`src/cosc_pkg.sv`:
```
// Package for the output converter, bias and serial port control block.
// Assumes both link ends and the testbench use these names directly.
package cosc_pkg;

    // Register offsets
    localparam logic [7:0] OFS_BIAS = 8'h2d;
    localparam logic [7:0] OFS_CONV = 8'h2e;
    localparam logic [7:0] OFS_VOL0 = 8'h2f;
    localparam logic [7:0] OFS_VOL1 = 8'h30;
    localparam logic [7:0] OFS_PINS = 8'h31;
    localparam logic [7:0] OFS_SAI = 8'h32;

    // Reset values
    localparam logic [7:0] RST_BIAS = 8'h00;
    localparam logic [7:0] RST_CONV = 8'h18;
    localparam logic [7:0] RST_VOL0 = 8'h00;
    localparam logic [7:0] RST_VOL1 = 8'h00;
    localparam logic [7:0] RST_PINS = 8'h0f;
    localparam logic [7:0] RST_SAI = 8'h00;

    // Writable bits; the rest are reserved and read zero
    localparam logic [7:0] MSK_BIAS = 8'h33;
    localparam logic [7:0] MSK_CONV = 8'h3b;
    localparam logic [7:0] MSK_PINS = 8'h0f;

    // Field positions
    localparam int B_BIAS1_ON = 5;
    localparam int B_BIAS0_ON = 4;
    localparam int B_BIAS1_LVL = 1;
    localparam int B_BIAS0_LVL = 0;
    localparam int B_CONV_INV = 5;
    localparam int B_CONV1_SIL = 4;
    localparam int B_CONV0_SIL = 3;
    localparam int B_CONV1_ON = 1;
    localparam int B_CONV0_ON = 0;
    localparam int B_RIGHT_LO = 2;
    localparam int B_LEFT_LO = 0;
    localparam int B_FMT_LO = 6;
    localparam int B_MODE_LO = 4;
    localparam int B_RATE_LO = 0;

    // Bias levels in thousandths of the analog supply
    localparam logic [9:0] BIAS_HIGH_PERMILLE = 10'h384;
    localparam logic [9:0] BIAS_LOW_PERMILLE = 10'h28a;

    // Attenuation step, eighths of a dB per code
    localparam logic [1:0] ATTEN_STEP_EIGHTHS = 2'h3;

    // Serial word formats
    localparam logic [1:0] FMT_DELAYED = 2'h0;
    localparam logic [1:0] FMT_ALIGNED = 2'h1;
    localparam logic [1:0] FMT_RJ24 = 2'h2;
    localparam logic [1:0] FMT_RJ16 = 2'h3;

    // Word length held on the link, MSB first
    localparam int WORD_W = 24;

    // Bit clock made by the host from the core clock
    localparam int CORE_PERIOD_NS = 10;
    localparam int BCLK_PERIOD_NS = 120;
    localparam int BCLK_HALF_CYC = BCLK_PERIOD_NS / CORE_PERIOD_NS / 2;

    // Slots per frame for a slot mode
    function automatic logic [3:0] fn_slots(input logic [1:0] mode);
        case (mode)
            2'h2: fn_slots = 4'h4;
            2'h3: fn_slots = 4'h8;
            default: fn_slots = 4'h2;
        endcase
    endfunction

    // Last bit position in a slot
    function automatic logic [4:0] fn_last_pos(input logic cps16);
        fn_last_pos = cps16 ? 5'h0f : 5'h1f;
    endfunction

    // Maps a slot position to {valid, word bit counted from MSB}
    function automatic logic [5:0] fn_slot_bit(input logic [1:0] fmt,
                                               input logic cps16,
                                               input logic [4:0] pos);
        logic [4:0] off;
        logic [4:0] wlen;
        logic [4:0] idx;
        off = 5'h00;
        wlen = (fmt == FMT_RJ16) ? 5'h10 : 5'h18;
        case (fmt)
            FMT_DELAYED: off = 5'h01;
            FMT_ALIGNED: off = 5'h00;
            FMT_RJ24: off = cps16 ? 5'h00 : 5'h08;
            FMT_RJ16: off = cps16 ? 5'h00 : 5'h10;
            default: off = 5'h00;
        endcase
        idx = pos - off;
        fn_slot_bit = {(pos >= off) && (idx < wlen), idx};
    endfunction

    // Sample rate code to kHz; unlisted codes give zero
    function automatic logic [7:0] fn_rate_khz(input logic [3:0] code);
        case (code)
            4'h0: fn_rate_khz = 8'h30;
            4'h1: fn_rate_khz = 8'h08;
            4'h2: fn_rate_khz = 8'h0c;
            4'h3: fn_rate_khz = 8'h10;
            4'h4: fn_rate_khz = 8'h18;
            4'h5: fn_rate_khz = 8'h20;
            4'h6: fn_rate_khz = 8'h60;
            4'h7: fn_rate_khz = 8'hc0;
            default: fn_rate_khz = 8'h00;
        endcase
    endfunction

endpackage

```
`src/cosc_sai_if.sv`:
```
// Serial audio link between the audio processor and the codec.
// Assumes the processor end makes both clocks; all lines are one-way.
`timescale 1ns/1ps
interface cosc_sai_if;
    logic bclk;   // Bit clock, made by the processor
    logic lrclk;  // Frame clock, low for the first half of a frame
    logic sdata;  // Serial data, processor to codec

    modport host (output bclk, output lrclk, output sdata);
    modport dev (input bclk, input lrclk, input sdata);
endinterface

```
`src/cosc_codec_dev.sv`:
```
// Codec end: control registers for bias, converters, pin mutes and the
// serial port, and a receiver for the first two slots of each frame.
// Assumes the link clocks come from the processor, slower than core_clk/4.
`timescale 1ns/1ps
// Overview of operation
// RULE1 - Two bias outputs, each enable and level
// RULE2 - Channel 0 attenuation in 0.375 dB steps
// RULE3 - Channel 1 attenuation independent, resets 0 dB
// RULE4 - Right mute field decodes per pin
// RULE5 - Left mute field decodes likewise
// RULE6 - Muted pin becomes common-mode reference
// RULE7 - Format 00: data one bit late
// RULE8 - Format 01: data on frame edge
// RULE9 - Formats 10/11: right justified 24/16
// RULE10 - Mode selects stereo or 2/4/8 slots
// RULE11 - Rate code maps to kHz
// RULE12 - Software should prefer 24-bit words
// RULE13 - Slot is 32 or 16 bit clocks
// RULE14 - Converter invert, silence, enable bits
module cosc_codec_dev (
    // Clock and reset
    input wire logic core_clk,
    input wire logic reset_n,
    // Register port
    input wire logic reg_write,
    input wire logic [7:0] reg_addr,
    input wire logic [7:0] reg_wdata,
    output logic [7:0] reg_rdata,
    // Serial port setting with no register
    input wire logic cycles_per_slot,
    // Analog side controls
    output logic [9:0] bias_output_0_permille,
    output logic [9:0] bias_output_1_permille,
    output logic [9:0] ch0_atten_eighth_db,
    output logic [9:0] ch1_atten_eighth_db,
    output logic [3:0] pin_common_mode,
    output logic [7:0] sample_rate_khz,
    // Received samples
    output logic [23:0] ch0_sample,
    output logic [23:0] ch1_sample,
    output logic sample_valid,
    // Link
    cosc_sai_if.dev link
);

    localparam int WORD_W = cosc_pkg::WORD_W;
    // Registers, write state
    logic [7:0] bias_supply_control_reg, bias_supply_control_next;
    logic [7:0] output_converter_control_reg, output_converter_control_next;
    logic [7:0] output_volume_ch0_reg, output_volume_ch0_next;
    logic [7:0] output_volume_ch1_reg, output_volume_ch1_next;
    logic [7:0] output_pin_mutes_reg, output_pin_mutes_next;
    logic [7:0] serial_port_format_reg, serial_port_format_next;
    logic [7:0] rdata_reg, rdata_next;   // Read data, one cycle late
    // Decoded analog controls, registered so outputs come from flops
    logic [9:0] bias0_reg, bias0_next;
    logic [9:0] bias1_reg, bias1_next;
    logic [9:0] att0_reg, att0_next;
    logic [9:0] att1_reg, att1_next;
    logic [3:0] cm_reg, cm_next;
    logic [7:0] rate_reg, rate_next;
    // Field views
    logic [1:0] serial_word_format;
    logic [1:0] serial_slot_mode;
    logic [3:0] serial_sample_rate;
    logic [1:0] right_pin_silence;
    logic [1:0] left_pin_silence;
    assign serial_word_format = serial_port_format_reg[cosc_pkg::B_FMT_LO+:2];
    assign serial_slot_mode = serial_port_format_reg[cosc_pkg::B_MODE_LO+:2];
    assign serial_sample_rate = serial_port_format_reg[cosc_pkg::B_RATE_LO+:4];
    assign right_pin_silence = output_pin_mutes_reg[cosc_pkg::B_RIGHT_LO+:2];
    assign left_pin_silence = output_pin_mutes_reg[cosc_pkg::B_LEFT_LO+:2];

    // Register writes and read mux
    always_comb begin
        bias_supply_control_next = bias_supply_control_reg;
        output_converter_control_next = output_converter_control_reg;
        output_volume_ch0_next = output_volume_ch0_reg;
        output_volume_ch1_next = output_volume_ch1_reg;
        output_pin_mutes_next = output_pin_mutes_reg;
        serial_port_format_next = serial_port_format_reg;
        if (reg_write) begin
            case (reg_addr)
                cosc_pkg::OFS_BIAS:
                    bias_supply_control_next = reg_wdata & cosc_pkg::MSK_BIAS;
                cosc_pkg::OFS_CONV:
                    output_converter_control_next =
                        reg_wdata & cosc_pkg::MSK_CONV; // [RULE14]
                cosc_pkg::OFS_VOL0: output_volume_ch0_next = reg_wdata;
                cosc_pkg::OFS_VOL1: output_volume_ch1_next = reg_wdata;
                cosc_pkg::OFS_PINS:
                    output_pin_mutes_next = reg_wdata & cosc_pkg::MSK_PINS;
                cosc_pkg::OFS_SAI: serial_port_format_next = reg_wdata;
                default: ;   // Unmapped writes are dropped
            endcase
        end
        case (reg_addr)
            cosc_pkg::OFS_BIAS: rdata_next = bias_supply_control_reg;
            cosc_pkg::OFS_CONV: rdata_next = output_converter_control_reg;
            cosc_pkg::OFS_VOL0: rdata_next = output_volume_ch0_reg;
            cosc_pkg::OFS_VOL1: rdata_next = output_volume_ch1_reg;
            cosc_pkg::OFS_PINS: rdata_next = output_pin_mutes_reg;
            cosc_pkg::OFS_SAI: rdata_next = serial_port_format_reg;
            default: rdata_next = 8'h00;
        endcase
        // Analog decode from the settled register values
        bias0_next = 10'h000;
        bias1_next = 10'h000;
        if (bias_supply_control_reg[cosc_pkg::B_BIAS0_ON]) begin // [RULE1]
            bias0_next = bias_supply_control_reg[cosc_pkg::B_BIAS0_LVL] ?
                cosc_pkg::BIAS_LOW_PERMILLE : cosc_pkg::BIAS_HIGH_PERMILLE;
        end
        if (bias_supply_control_reg[cosc_pkg::B_BIAS1_ON]) begin // [RULE1]
            bias1_next = bias_supply_control_reg[cosc_pkg::B_BIAS1_LVL] ?
                cosc_pkg::BIAS_LOW_PERMILLE : cosc_pkg::BIAS_HIGH_PERMILLE;
        end
        // Widened before the product, or code 255 would wrap in 8 bits
        att0_next = 10'(output_volume_ch0_reg) *
            10'(cosc_pkg::ATTEN_STEP_EIGHTHS); // [RULE2]
        att1_next = 10'(output_volume_ch1_reg) *
            10'(cosc_pkg::ATTEN_STEP_EIGHTHS); // [RULE3]
        // Low bit silences positive pin, high bit negative
        cm_next = {right_pin_silence, left_pin_silence}; // [RULE4] [RULE5]
        rate_next = cosc_pkg::fn_rate_khz(serial_sample_rate); // [RULE11]
    end

    // Register state
    always_ff @(posedge core_clk) begin
        if (!reset_n) begin
            bias_supply_control_reg <= cosc_pkg::RST_BIAS;
            output_converter_control_reg <= cosc_pkg::RST_CONV; // [RULE14]
            output_volume_ch0_reg <= cosc_pkg::RST_VOL0;
            output_volume_ch1_reg <= cosc_pkg::RST_VOL1; // [RULE3]
            output_pin_mutes_reg <= cosc_pkg::RST_PINS; // [RULE4] [RULE5]
            serial_port_format_reg <= cosc_pkg::RST_SAI;
            rdata_reg <= 8'h00;
            bias0_reg <= 10'h000;
            bias1_reg <= 10'h000;
            att0_reg <= 10'h000;
            att1_reg <= 10'h000;
            cm_reg <= 4'hf;
            rate_reg <= 8'h00;
        end else begin
            bias_supply_control_reg <= bias_supply_control_next;
            output_converter_control_reg <= output_converter_control_next;
            output_volume_ch0_reg <= output_volume_ch0_next;
            output_volume_ch1_reg <= output_volume_ch1_next;
            output_pin_mutes_reg <= output_pin_mutes_next;
            serial_port_format_reg <= serial_port_format_next;
            rdata_reg <= rdata_next;
            bias0_reg <= bias0_next;
            bias1_reg <= bias1_next;
            att0_reg <= att0_next; // [RULE2] [RULE3]
            att1_reg <= att1_next;
            cm_reg <= cm_next; // [RULE6]
            rate_reg <= rate_next;
        end
    end

    // Link synchronisers; stage one feeds only stage two
    logic [1:0] bclk_s1, bclk_s2, bclk_s3;
    logic lr_s1, lr_s2, sd_s1, sd_s2;

    // Receiver state
    logic lr_prev_reg, lr_prev_next;    // Frame clock at last rise
    logic [4:0] pos_reg, pos_next;      // Bit position within slot
    logic [2:0] slot_reg, slot_next;    // Slot within frame
    logic [23:0] shift_reg, shift_next; // Word being assembled
    logic [23:0] s0_reg, s0_next;
    logic [23:0] s1_reg, s1_next;
    logic sv_reg, sv_next;
    // Sampling on each bit clock rise
    always_comb begin
        logic [5:0] map;
        logic [23:0] word;
        logic [4:0] last;
        logic [7:0] conv;   // Converter control, short name for the gates
        map = 6'h00;
        conv = output_converter_control_reg;
        word = 24'h000000;
        last = cosc_pkg::fn_last_pos(cycles_per_slot); // [RULE13]
        lr_prev_next = lr_prev_reg;
        pos_next = pos_reg;
        slot_next = slot_reg;
        shift_next = shift_reg;
        s0_next = s0_reg;
        s1_next = s1_reg;
        sv_next = 1'b0;
        if (bclk_s2[0] && !bclk_s3[0]) begin
            lr_prev_next = lr_s2;
            if (lr_prev_reg && !lr_s2) begin
                // Frame clock fall opens slot 0
                pos_next = 5'h00;
                slot_next = 3'h0;
            end else if (pos_reg >= last) begin
                pos_next = 5'h00;
                slot_next = slot_reg + 3'h1;
            end else begin
                pos_next = pos_reg + 5'h01;
            end
            if (pos_next == 5'h00) begin
                shift_next = 24'h000000;
            end
            // Bit placement per format [RULE7] [RULE8] [RULE9]
            map = cosc_pkg::fn_slot_bit(serial_word_format, cycles_per_slot,
                                        pos_next);
            if (map[5]) begin
                shift_next[5'(WORD_W - 1) - map[4:0]] = sd_s2;
            end
            // Slot close: only the first two slots feed converters
            if (pos_next == last && {1'b0, slot_next} <
                    cosc_pkg::fn_slots(serial_slot_mode)) begin // [RULE10]
                word = shift_next;
                if (conv[cosc_pkg::B_CONV_INV]) begin
                    word = 24'h000000 - word; // [RULE14]
                end
                if (slot_next == 3'h0) begin
                    s0_next = (conv[cosc_pkg::B_CONV0_ON] && // [RULE14]
                        !conv[cosc_pkg::B_CONV0_SIL]) ? word : 24'h000000;
                end
                if (slot_next == 3'h1) begin
                    s1_next = (conv[cosc_pkg::B_CONV1_ON] && // [RULE14]
                        !conv[cosc_pkg::B_CONV1_SIL]) ? word : 24'h000000;
                    sv_next = 1'b1;
                end
            end
        end
    end

    // Receiver registers
    always_ff @(posedge core_clk) begin
        if (!reset_n) begin
            lr_prev_reg <= 1'b1;
            pos_reg <= 5'h00;
            slot_reg <= 3'h7;
            shift_reg <= 24'h000000;
            s0_reg <= 24'h000000;
            s1_reg <= 24'h000000;
            sv_reg <= 1'b0;
            bclk_s1 <= 2'h0;
            bclk_s2 <= 2'h0;
            bclk_s3 <= 2'h0;
            lr_s1 <= 1'b1;
            lr_s2 <= 1'b1;
            sd_s1 <= 1'b0;
            sd_s2 <= 1'b0;
        end else begin
            lr_prev_reg <= lr_prev_next;
            pos_reg <= pos_next;
            slot_reg <= slot_next;
            shift_reg <= shift_next;
            s0_reg <= s0_next;
            s1_reg <= s1_next;
            sv_reg <= sv_next;
            bclk_s1 <= {1'b0, link.bclk};
            bclk_s2 <= bclk_s1;
            bclk_s3 <= bclk_s2;
            lr_s1 <= link.lrclk;
            lr_s2 <= lr_s1;
            sd_s1 <= link.sdata;
            sd_s2 <= sd_s1;
        end
    end

    assign reg_rdata = rdata_reg;
    assign bias_output_0_permille = bias0_reg;
    assign bias_output_1_permille = bias1_reg;
    assign ch0_atten_eighth_db = att0_reg;
    assign ch1_atten_eighth_db = att1_reg;
    assign pin_common_mode = cm_reg;
    assign sample_rate_khz = rate_reg;
    assign ch0_sample = s0_reg;
    assign ch1_sample = s1_reg;
    assign sample_valid = sv_reg;
endmodule

```
`src/flat_wrapper.sv`:
```
// flat-port wrapper written by rule: the top's interface ports become plain ports
module cosc_codec_dev_flat 
  (core_clk, reset_n, reg_write, reg_addr, reg_wdata, reg_rdata, cycles_per_slot, bias_output_0_permille, bias_output_1_permille, ch0_atten_eighth_db, ch1_atten_eighth_db, pin_common_mode, sample_rate_khz, ch0_sample, ch1_sample, sample_valid, link_bclk, link_lrclk, link_sdata);
  cosc_sai_if link_i ();
  input wire logic core_clk;
  input wire logic reset_n;
  input wire logic reg_write;
  input wire logic [7:0] reg_addr;
  input wire logic [7:0] reg_wdata;
  output logic [7:0] reg_rdata;
  input wire logic cycles_per_slot;
  output logic [9:0] bias_output_0_permille;
  output logic [9:0] bias_output_1_permille;
  output logic [9:0] ch0_atten_eighth_db;
  output logic [9:0] ch1_atten_eighth_db;
  output logic [3:0] pin_common_mode;
  output logic [7:0] sample_rate_khz;
  output logic [23:0] ch0_sample;
  output logic [23:0] ch1_sample;
  output logic sample_valid;
  input wire logic [$bits(link_i.bclk)-1:0] link_bclk;
  input wire logic [$bits(link_i.lrclk)-1:0] link_lrclk;
  input wire logic [$bits(link_i.sdata)-1:0] link_sdata;
  assign link_i.bclk = link_bclk;
  assign link_i.lrclk = link_lrclk;
  assign link_i.sdata = link_sdata;
  cosc_codec_dev u_core (.core_clk(core_clk), .reset_n(reset_n), .reg_write(reg_write), .reg_addr(reg_addr), .reg_wdata(reg_wdata), .reg_rdata(reg_rdata), .cycles_per_slot(cycles_per_slot), .bias_output_0_permille(bias_output_0_permille), .bias_output_1_permille(bias_output_1_permille), .ch0_atten_eighth_db(ch0_atten_eighth_db), .ch1_atten_eighth_db(ch1_atten_eighth_db), .pin_common_mode(pin_common_mode), .sample_rate_khz(sample_rate_khz), .ch0_sample(ch0_sample), .ch1_sample(ch1_sample), .sample_valid(sample_valid), .link(link_i));
endmodule
```
`config.mk`:
```
export PLATFORM = sky130hd
export DESIGN_NAME = cosc_codec_dev_flat
export DESIGN_NICKNAME = d
export VERILOG_FILES = /design/src/cosc_pkg.sv /design/src/cosc_sai_if.sv /design/src/cosc_codec_dev.sv /design/src/flat_wrapper.sv
export SDC_FILE = /design/constraint.sdc
export NUM_CORES = 1
export LEC_CHECK = 0
export ABC_AREA = 1
export BUFFER_PORTS_ARGS = -buffer_cell sky130_fd_sc_hd__buf_4
export CAP_MARGIN = 20
export CORE_ASPECT_RATIO = 1.2
export CORE_UTILIZATION = 35
export DETAILED_ROUTE_END_ITERATION = 8
export SYNTH_ARGS = -nofsm -noshare
export SYNTH_HDL_FRONTEND = slang
export SYNTH_SLANG_ARGS = --single-unit
```
`constraint.sdc`:
```
create_clock -name core_clk -period 4.2 [get_ports core_clk]
set_input_delay 0.84 -clock core_clk [delete_from_list [all_inputs] [get_ports core_clk]]
set_output_delay 0.84 -clock core_clk [all_outputs]
set_load 0.01 [all_outputs]
```
======== Word-level counts from Yosys, hierarchy flattened ========
Memory sizes are Yosys's and may differ from the RTL's. A register that Yosys moved wholly into a read port is not among the register bits.
Index checks and enable logic that the tools add are counted.
storage, ports and cells
  logic and storage cells ................. 109
  output and inout bits ................... 109
  flip-flop bits (word level) ............. 186
  memories ................................ 1
  memory bits (read-only) ................. 48
  input port bits ......................... 23
operators by class
  eq/ne operators ......................... 13
  reduce and logical (&&, ||, !) cells .... 26
  order comparisons ....................... 6
  add/subtract/negate cells ............... 5
  multiply operators ...................... 2
  bitwise logic cells ..................... 1
  multiplexer cells ....................... 28
memories
  memory            words  bits a word  read ports  clocked after Yosys merged registers in  write ports  line            source
  (name not given)  8      6            1           1                                        0            cosc_pkg.sv:99  case (code)
operators with widths
  cell                                                  number
  two-way mux 24 bit                                    7
  == test 8 x 6 -> 1 bit (second input constant)        6
  one-hot mux 8 bit (6 select lines)                    1
  two-way mux 5 bit                                     6
  bitwise mux 24 bit                                    1
  subtractor 1 x 24 -> 24 bit (first input constant)    1
  multiplier 8 x 2 -> 10 bit (second input constant)    2
  one-hot mux 5 bit (4 select lines)                    1
  two-way mux 9 bit                                     2
  AND reduction 2 bit                                   8
  two-way mux 4 bit                                     3
  >= comparator 5 bit                                   2
  two-way mux 3 bit                                     3
  AND reduction 3 bit                                   3
  == test 2 bit (second input constant)                 4
  one-hot mux 4 bit (2 select lines)                    1
  logical AND 1 bit                                     7
  < comparator 5 x 6 -> 1 bit (second input constant)   1
  adder 5 x 1 -> 5 bit (second input constant)          1
  demux 1 bit (select 5 bit)                            1
  == test 5 bit                                         1
  >= comparator 5 x 1 -> 1 bit (second input constant)  1
  logical NOT 5 bit                                     1
  < comparator 5 bit                                    1
  12 further kinds                                      16

======== Longest topological paths before layout ========
  depth after elaboration ................. 17
  gate-level depth with buffers ........... 30
  mapped depth without buffers ............ 28

======== Worst setup path after synthesis ========
OpenSTA, ideal clock, no wires.
  path kind ............................... input to register
  start point ............................. input port cycles_per_slot
  end point ............................... register u_core.s1_reg[18] (netlist: u_core.ch1_sample[18])
  data arrival time ....................... 3,913 ps
  path buffers ............................ 1
  slack ................................... 217 ps
  setup time .............................. 70 ps
  stages .................................. 28
  required time ........................... 4,130 ps
  cell sequence ........................... ha_1 > nand2_1 > inv_1 > nand2_4 > nand2_2 > nor3_1 > inv_2 > ha_1 > ha_1 > nand2_4 > nand2_2 > nand2_2 > nand2_2 > nand2_4 > nand3_1 > inv_1 > nand3_1 > nand2_1 > ha_1 > nand3_1 > nor2_1 > nand2_1 > nand2_2 > buf_6 > nand3_1 > nand2_1 > nand3_1 > a21oi_1
on the way
  cells in the longest elaborated chain, start to end .. 17
  elaborated cells on any way between the ends .. 36
  classes of those cells .................. add/sub: 3; order compare: 6; eq/ne: 2; mux: 20; reduce/logical: 5
ends and longest elaborated chain
  item                                                                                               line                   source
  from (decl)                                                                                        flat_wrapper.sv:11     input wire logic cycles_per_slot;
  two-way mux 5 bit                                                                                  cosc_pkg.sv:74         fn_last_pos = cps16 ? 5'h0f : 5'h1f;
  >= comparator 5 bit                                                                                cosc_codec_dev.sv:195  end else if (pos_reg >= last) begin
  two-way mux 5 bit                                                                                  cosc_codec_dev.sv:195
  two-way mux 5 bit                                                                                  cosc_codec_dev.sv:191  if (lr_prev_reg && !lr_s2) begin
  two-way mux 5 bit                                                                                  cosc_codec_dev.sv:189  if (bclk_s2[0] && !bclk_s3[0]) begin
  subtractor 5 bit                                                                                   cosc_pkg.sv:93         idx = pos - off;
  subtractor 5 bit                                                                                   cosc_codec_dev.sv:208  shift_next[5'(WORD_W - 1) - map[4:0]] = sd_s2;
  < comparator 5 x 6 -> 1 bit (not written as such) or >= comparator 5 x 1 -> 1 bit (tied branches)  cosc_codec_dev.sv:208
  logical AND 1 bit (not written as such)                                                            cosc_codec_dev.sv:208
  two-way mux 1 bit (not written as such)                                                            cosc_codec_dev.sv:208
  demux 1 bit (select 5 bit)                                                                         -
  bitwise mux 24 bit                                                                                 cosc_codec_dev.sv:208
  two-way mux 24 bit                                                                                 cosc_codec_dev.sv:207  if (map[5]) begin
  two-way mux 24 bit                                                                                 cosc_codec_dev.sv:189
  subtractor 1 x 24 -> 24 bit                                                                        cosc_codec_dev.sv:215  word = 24'h000000 - word;
  two-way mux 24 bit                                                                                 cosc_codec_dev.sv:214  if (conv[cosc_pkg::B_CONV_INV]) begin
  two-way mux 24 bit                                                                                 cosc_codec_dev.sv:223  !conv[cosc_pkg::B_CONV1_SIL]) ? word : 24'h000000;
  to (signal assigned)                                                                               cosc_codec_dev.sv:253  s1_reg <= s1_next;
  to (decl)                                                                                          cosc_codec_dev.sv:170  logic [23:0] s1_reg, s1_next;
Several ways; a longest one is shown, not always the timed one. The select of a mux whose other input is x is not followed.
A chain may end at the register's enable or synchronous reset.

======== Final worst setup path ========
  start point ............................. input port cycles_per_slot
  end point ............................... register u_core.s1_reg[11] (netlist: u_core.ch1_sample[11])
Same word-level chain as after synthesis.

==> impl_metrics.toml <==
[floorplan]
chipWidth_um = 144.6
coreArea_mm2 = 0.02397
die_h_um = 173.1
dieArea_mm2 = 0.02503
start_util_pct = 35.62
top_level_ports = 132
rows = 62

[cts]
cts.sinks = 170
insertion_delay_ns = 0.43
cts_buffer_depth = 2
cts.reportedPaths.clkPinSlew_ns = 0.07
cts_root_buf = "clkbuf_16"
cts_tree = "built"
cts_setup_buffers = 0
cts_resized = 0
htree_levels = 4
cts_buffers = 17
ctsHoldBuffers = 0

[sta]
period_needed_ns = 3.818
max_slew_margin_pct = 31.33
tightest_slew_ns = 1.029
drv_slew = 0
rsz0062_at_grt = "no"
finalHoldViolCount = 0
setup_tns_ns = 0
skew_ns = 0.01043
setup_viol_count_final = 0
fmax_ghz = 0.2619
setup_ws_ns = 0.3815
fin_crit_sh_pct = 90.92

[setup_path]
cp-start-kind = "input port"
path_class = "input port to register"
critPathMaxStageDelay_ns = 0.33
arrival_ns = 4.17
cp_data_required_time_ns = 4.55
crit_top_cell = "nand2_1"
r2r-start = "u_core.pos_reg[0]"
cp-end-kind = "register"
reg2reg_slack_ns = 0.52
crit_start = "cycles_per_slot"
critPathMaxFanout = 15
cp_slowest_cell = "ha_1"

[yosys]
synth-seq-cells = 170
synthCells = 1189
async_flop_share_pct = 0
ys_seq_area_share_pct = 39.86
synth.distinct_cells = 44
syn_avg_cell_area_um2 = 7.181
synth-edff-count = 0
syn_area_mm2 = 0.008538
synthFlopType = "dfxtp_1"
yosysWarnings = 0

[global_routing]
antenna_found_initial = 0
grt_overflow_total = 0
grtUsageTotal_pct = 20.21
grt_pass1_vias = 8005
grt_max_degree = 79
grt_pass1_wl_um = 39800

[route]
detail_route.wl_per_cell_um = 14.39
wirelength_um = 24310
vias_per_cell = 4.859
drc = 0
ant_nets = 0
vias = 8207
first_iter_violations = 495
drt_first_pass_iters = 5

[pwr]
cellPowerDensity_mw_per_mm2 = 353.9
p_leak_nw = 5.038
max-vdd-ir-drop_mv = 0.2750

[place]
gp_congestion = 0.8671
dp_hpwl_um = 17770
place_inst = 1657
dp_slack_ns = -0.1865
numPortBuffers = 121

[finish]
syn_to_final_growth_pct = 26.54
layout.cells.non_filler = 1689
drive_above_1_share_pct = 22.28
diodes = 0
nets = 1409

[worst_hold_path]
min-delay-start = "u_core.bclk_s1[0]"
hold_class = "register to register"

[outcome]
status = "complete, no violations"

[run]
cap_viol_max_count = 0
[worst max-delay path, delay by kind of cell]
kind	cells	cell delay [ns]
simple gates	18	1.87
fa+ha+maj	2	0.61
buf+inv	5	0.49
compound gates	2	0.34
[final timing paths]
| kind | to | depth (start not counted) |
|---|---|---|
| worst min register to register | u_core.bclk_s2[0] | 2 |
| worst max register to register | u_core.ch1_sample[11] | 26 |
| worst min-delay path | u_core.bclk_s2[0] | 2 |
| worst max-delay path | u_core.ch1_sample[11] | 27 |
[report_power, final]
group	switching, mW	leakage [nW]	total [mW]	internal [mW]
registers	0.0127	1.38	1.64	1.63
logic	0.324	3.37	0.531	0.207
clock network	0.745	0.294	1.65	0.903
[kinds of logic after synthesis]
logic type	count (synthesis)	synth area share [%]
AND/OR/NAND/NOR	521	27.51
AO/OA/AOI/OAI	254	16.68
buffers and inverters	204	10.42
flip-flops	170	39.86
adder cells (fa/ha/maj)	30	4.572
XOR/XNOR	9	0.9231
other	1	0.04392
[layer usage]
layer	track usage [%]	wire, µm	up-vias
li1	-	-	4177
met1	23.91	10520	3797
met2	36.10	12250	203
met3	3.628	993	30
met4	6.667	544	0
met5	0	0	-
[synth_stat cells, drive strengths merged, types with 6 or more instances]
cell type	instances	area (µm²)
a21oi	115	575.6
ha	28	350.3
nor2	122	488.0
nand4	9	56.30
o211ai	19	142.6
o21ai	89	471.7
nor3	16	110.1
inv	139	521.8
clkbuf	33	123.9
a211oi	6	45.04
nand2	280	1121
or2	7	43.80
dfxtp	170	3403
buf	32	244.0
o21bai	11	82.58
nand3	84	510.5
[metrics by stage]
step                hold slack [ns]  utilization [%]  total power, mW  instance area, µm²
CTS                          0.4221            44.99            3.845               10780
detailed placement           0.4047            42.45            2.207               10180
global route                 0.4518            45.07            3.966               10800
global placement             0.3934            42.45            2.203               10180
finish                       0.4174            45.07            3.824               10800
floorplan                    0.3905                -            2.010                8572
[cell usage in the layout, fill, tap and decap left out, types with 11 or more instances in the layout]
cell / netlist / final
ha_1: 28 / 28
clkbuf_16: 0 / 17
o211ai_1: 19 / 19
nand2_1: 262 / 261
nand2_2: 13 / 14
nor2_1: 112 / 111
inv_1: 130 / 130
o21ai_0: 77 / 77
a21oi_1: 115 / 115
buf_4: 17 / 201
o21bai_1: 11 / 11
dfxtp_1: 170 / 170
nand3_1: 72 / 71
[area by class of cell]
class                   count  area (µm²)
fillers                  2458       13170
multi-input cells         824        4302
flip-flops and latches    170        3403
repair buffers            204        1569
inverters                 139       521.8
clock buffers              17       425.4
well taps                 320       400.4
clock inverters            15       182.7
Power figures use the tool's default switching activity.
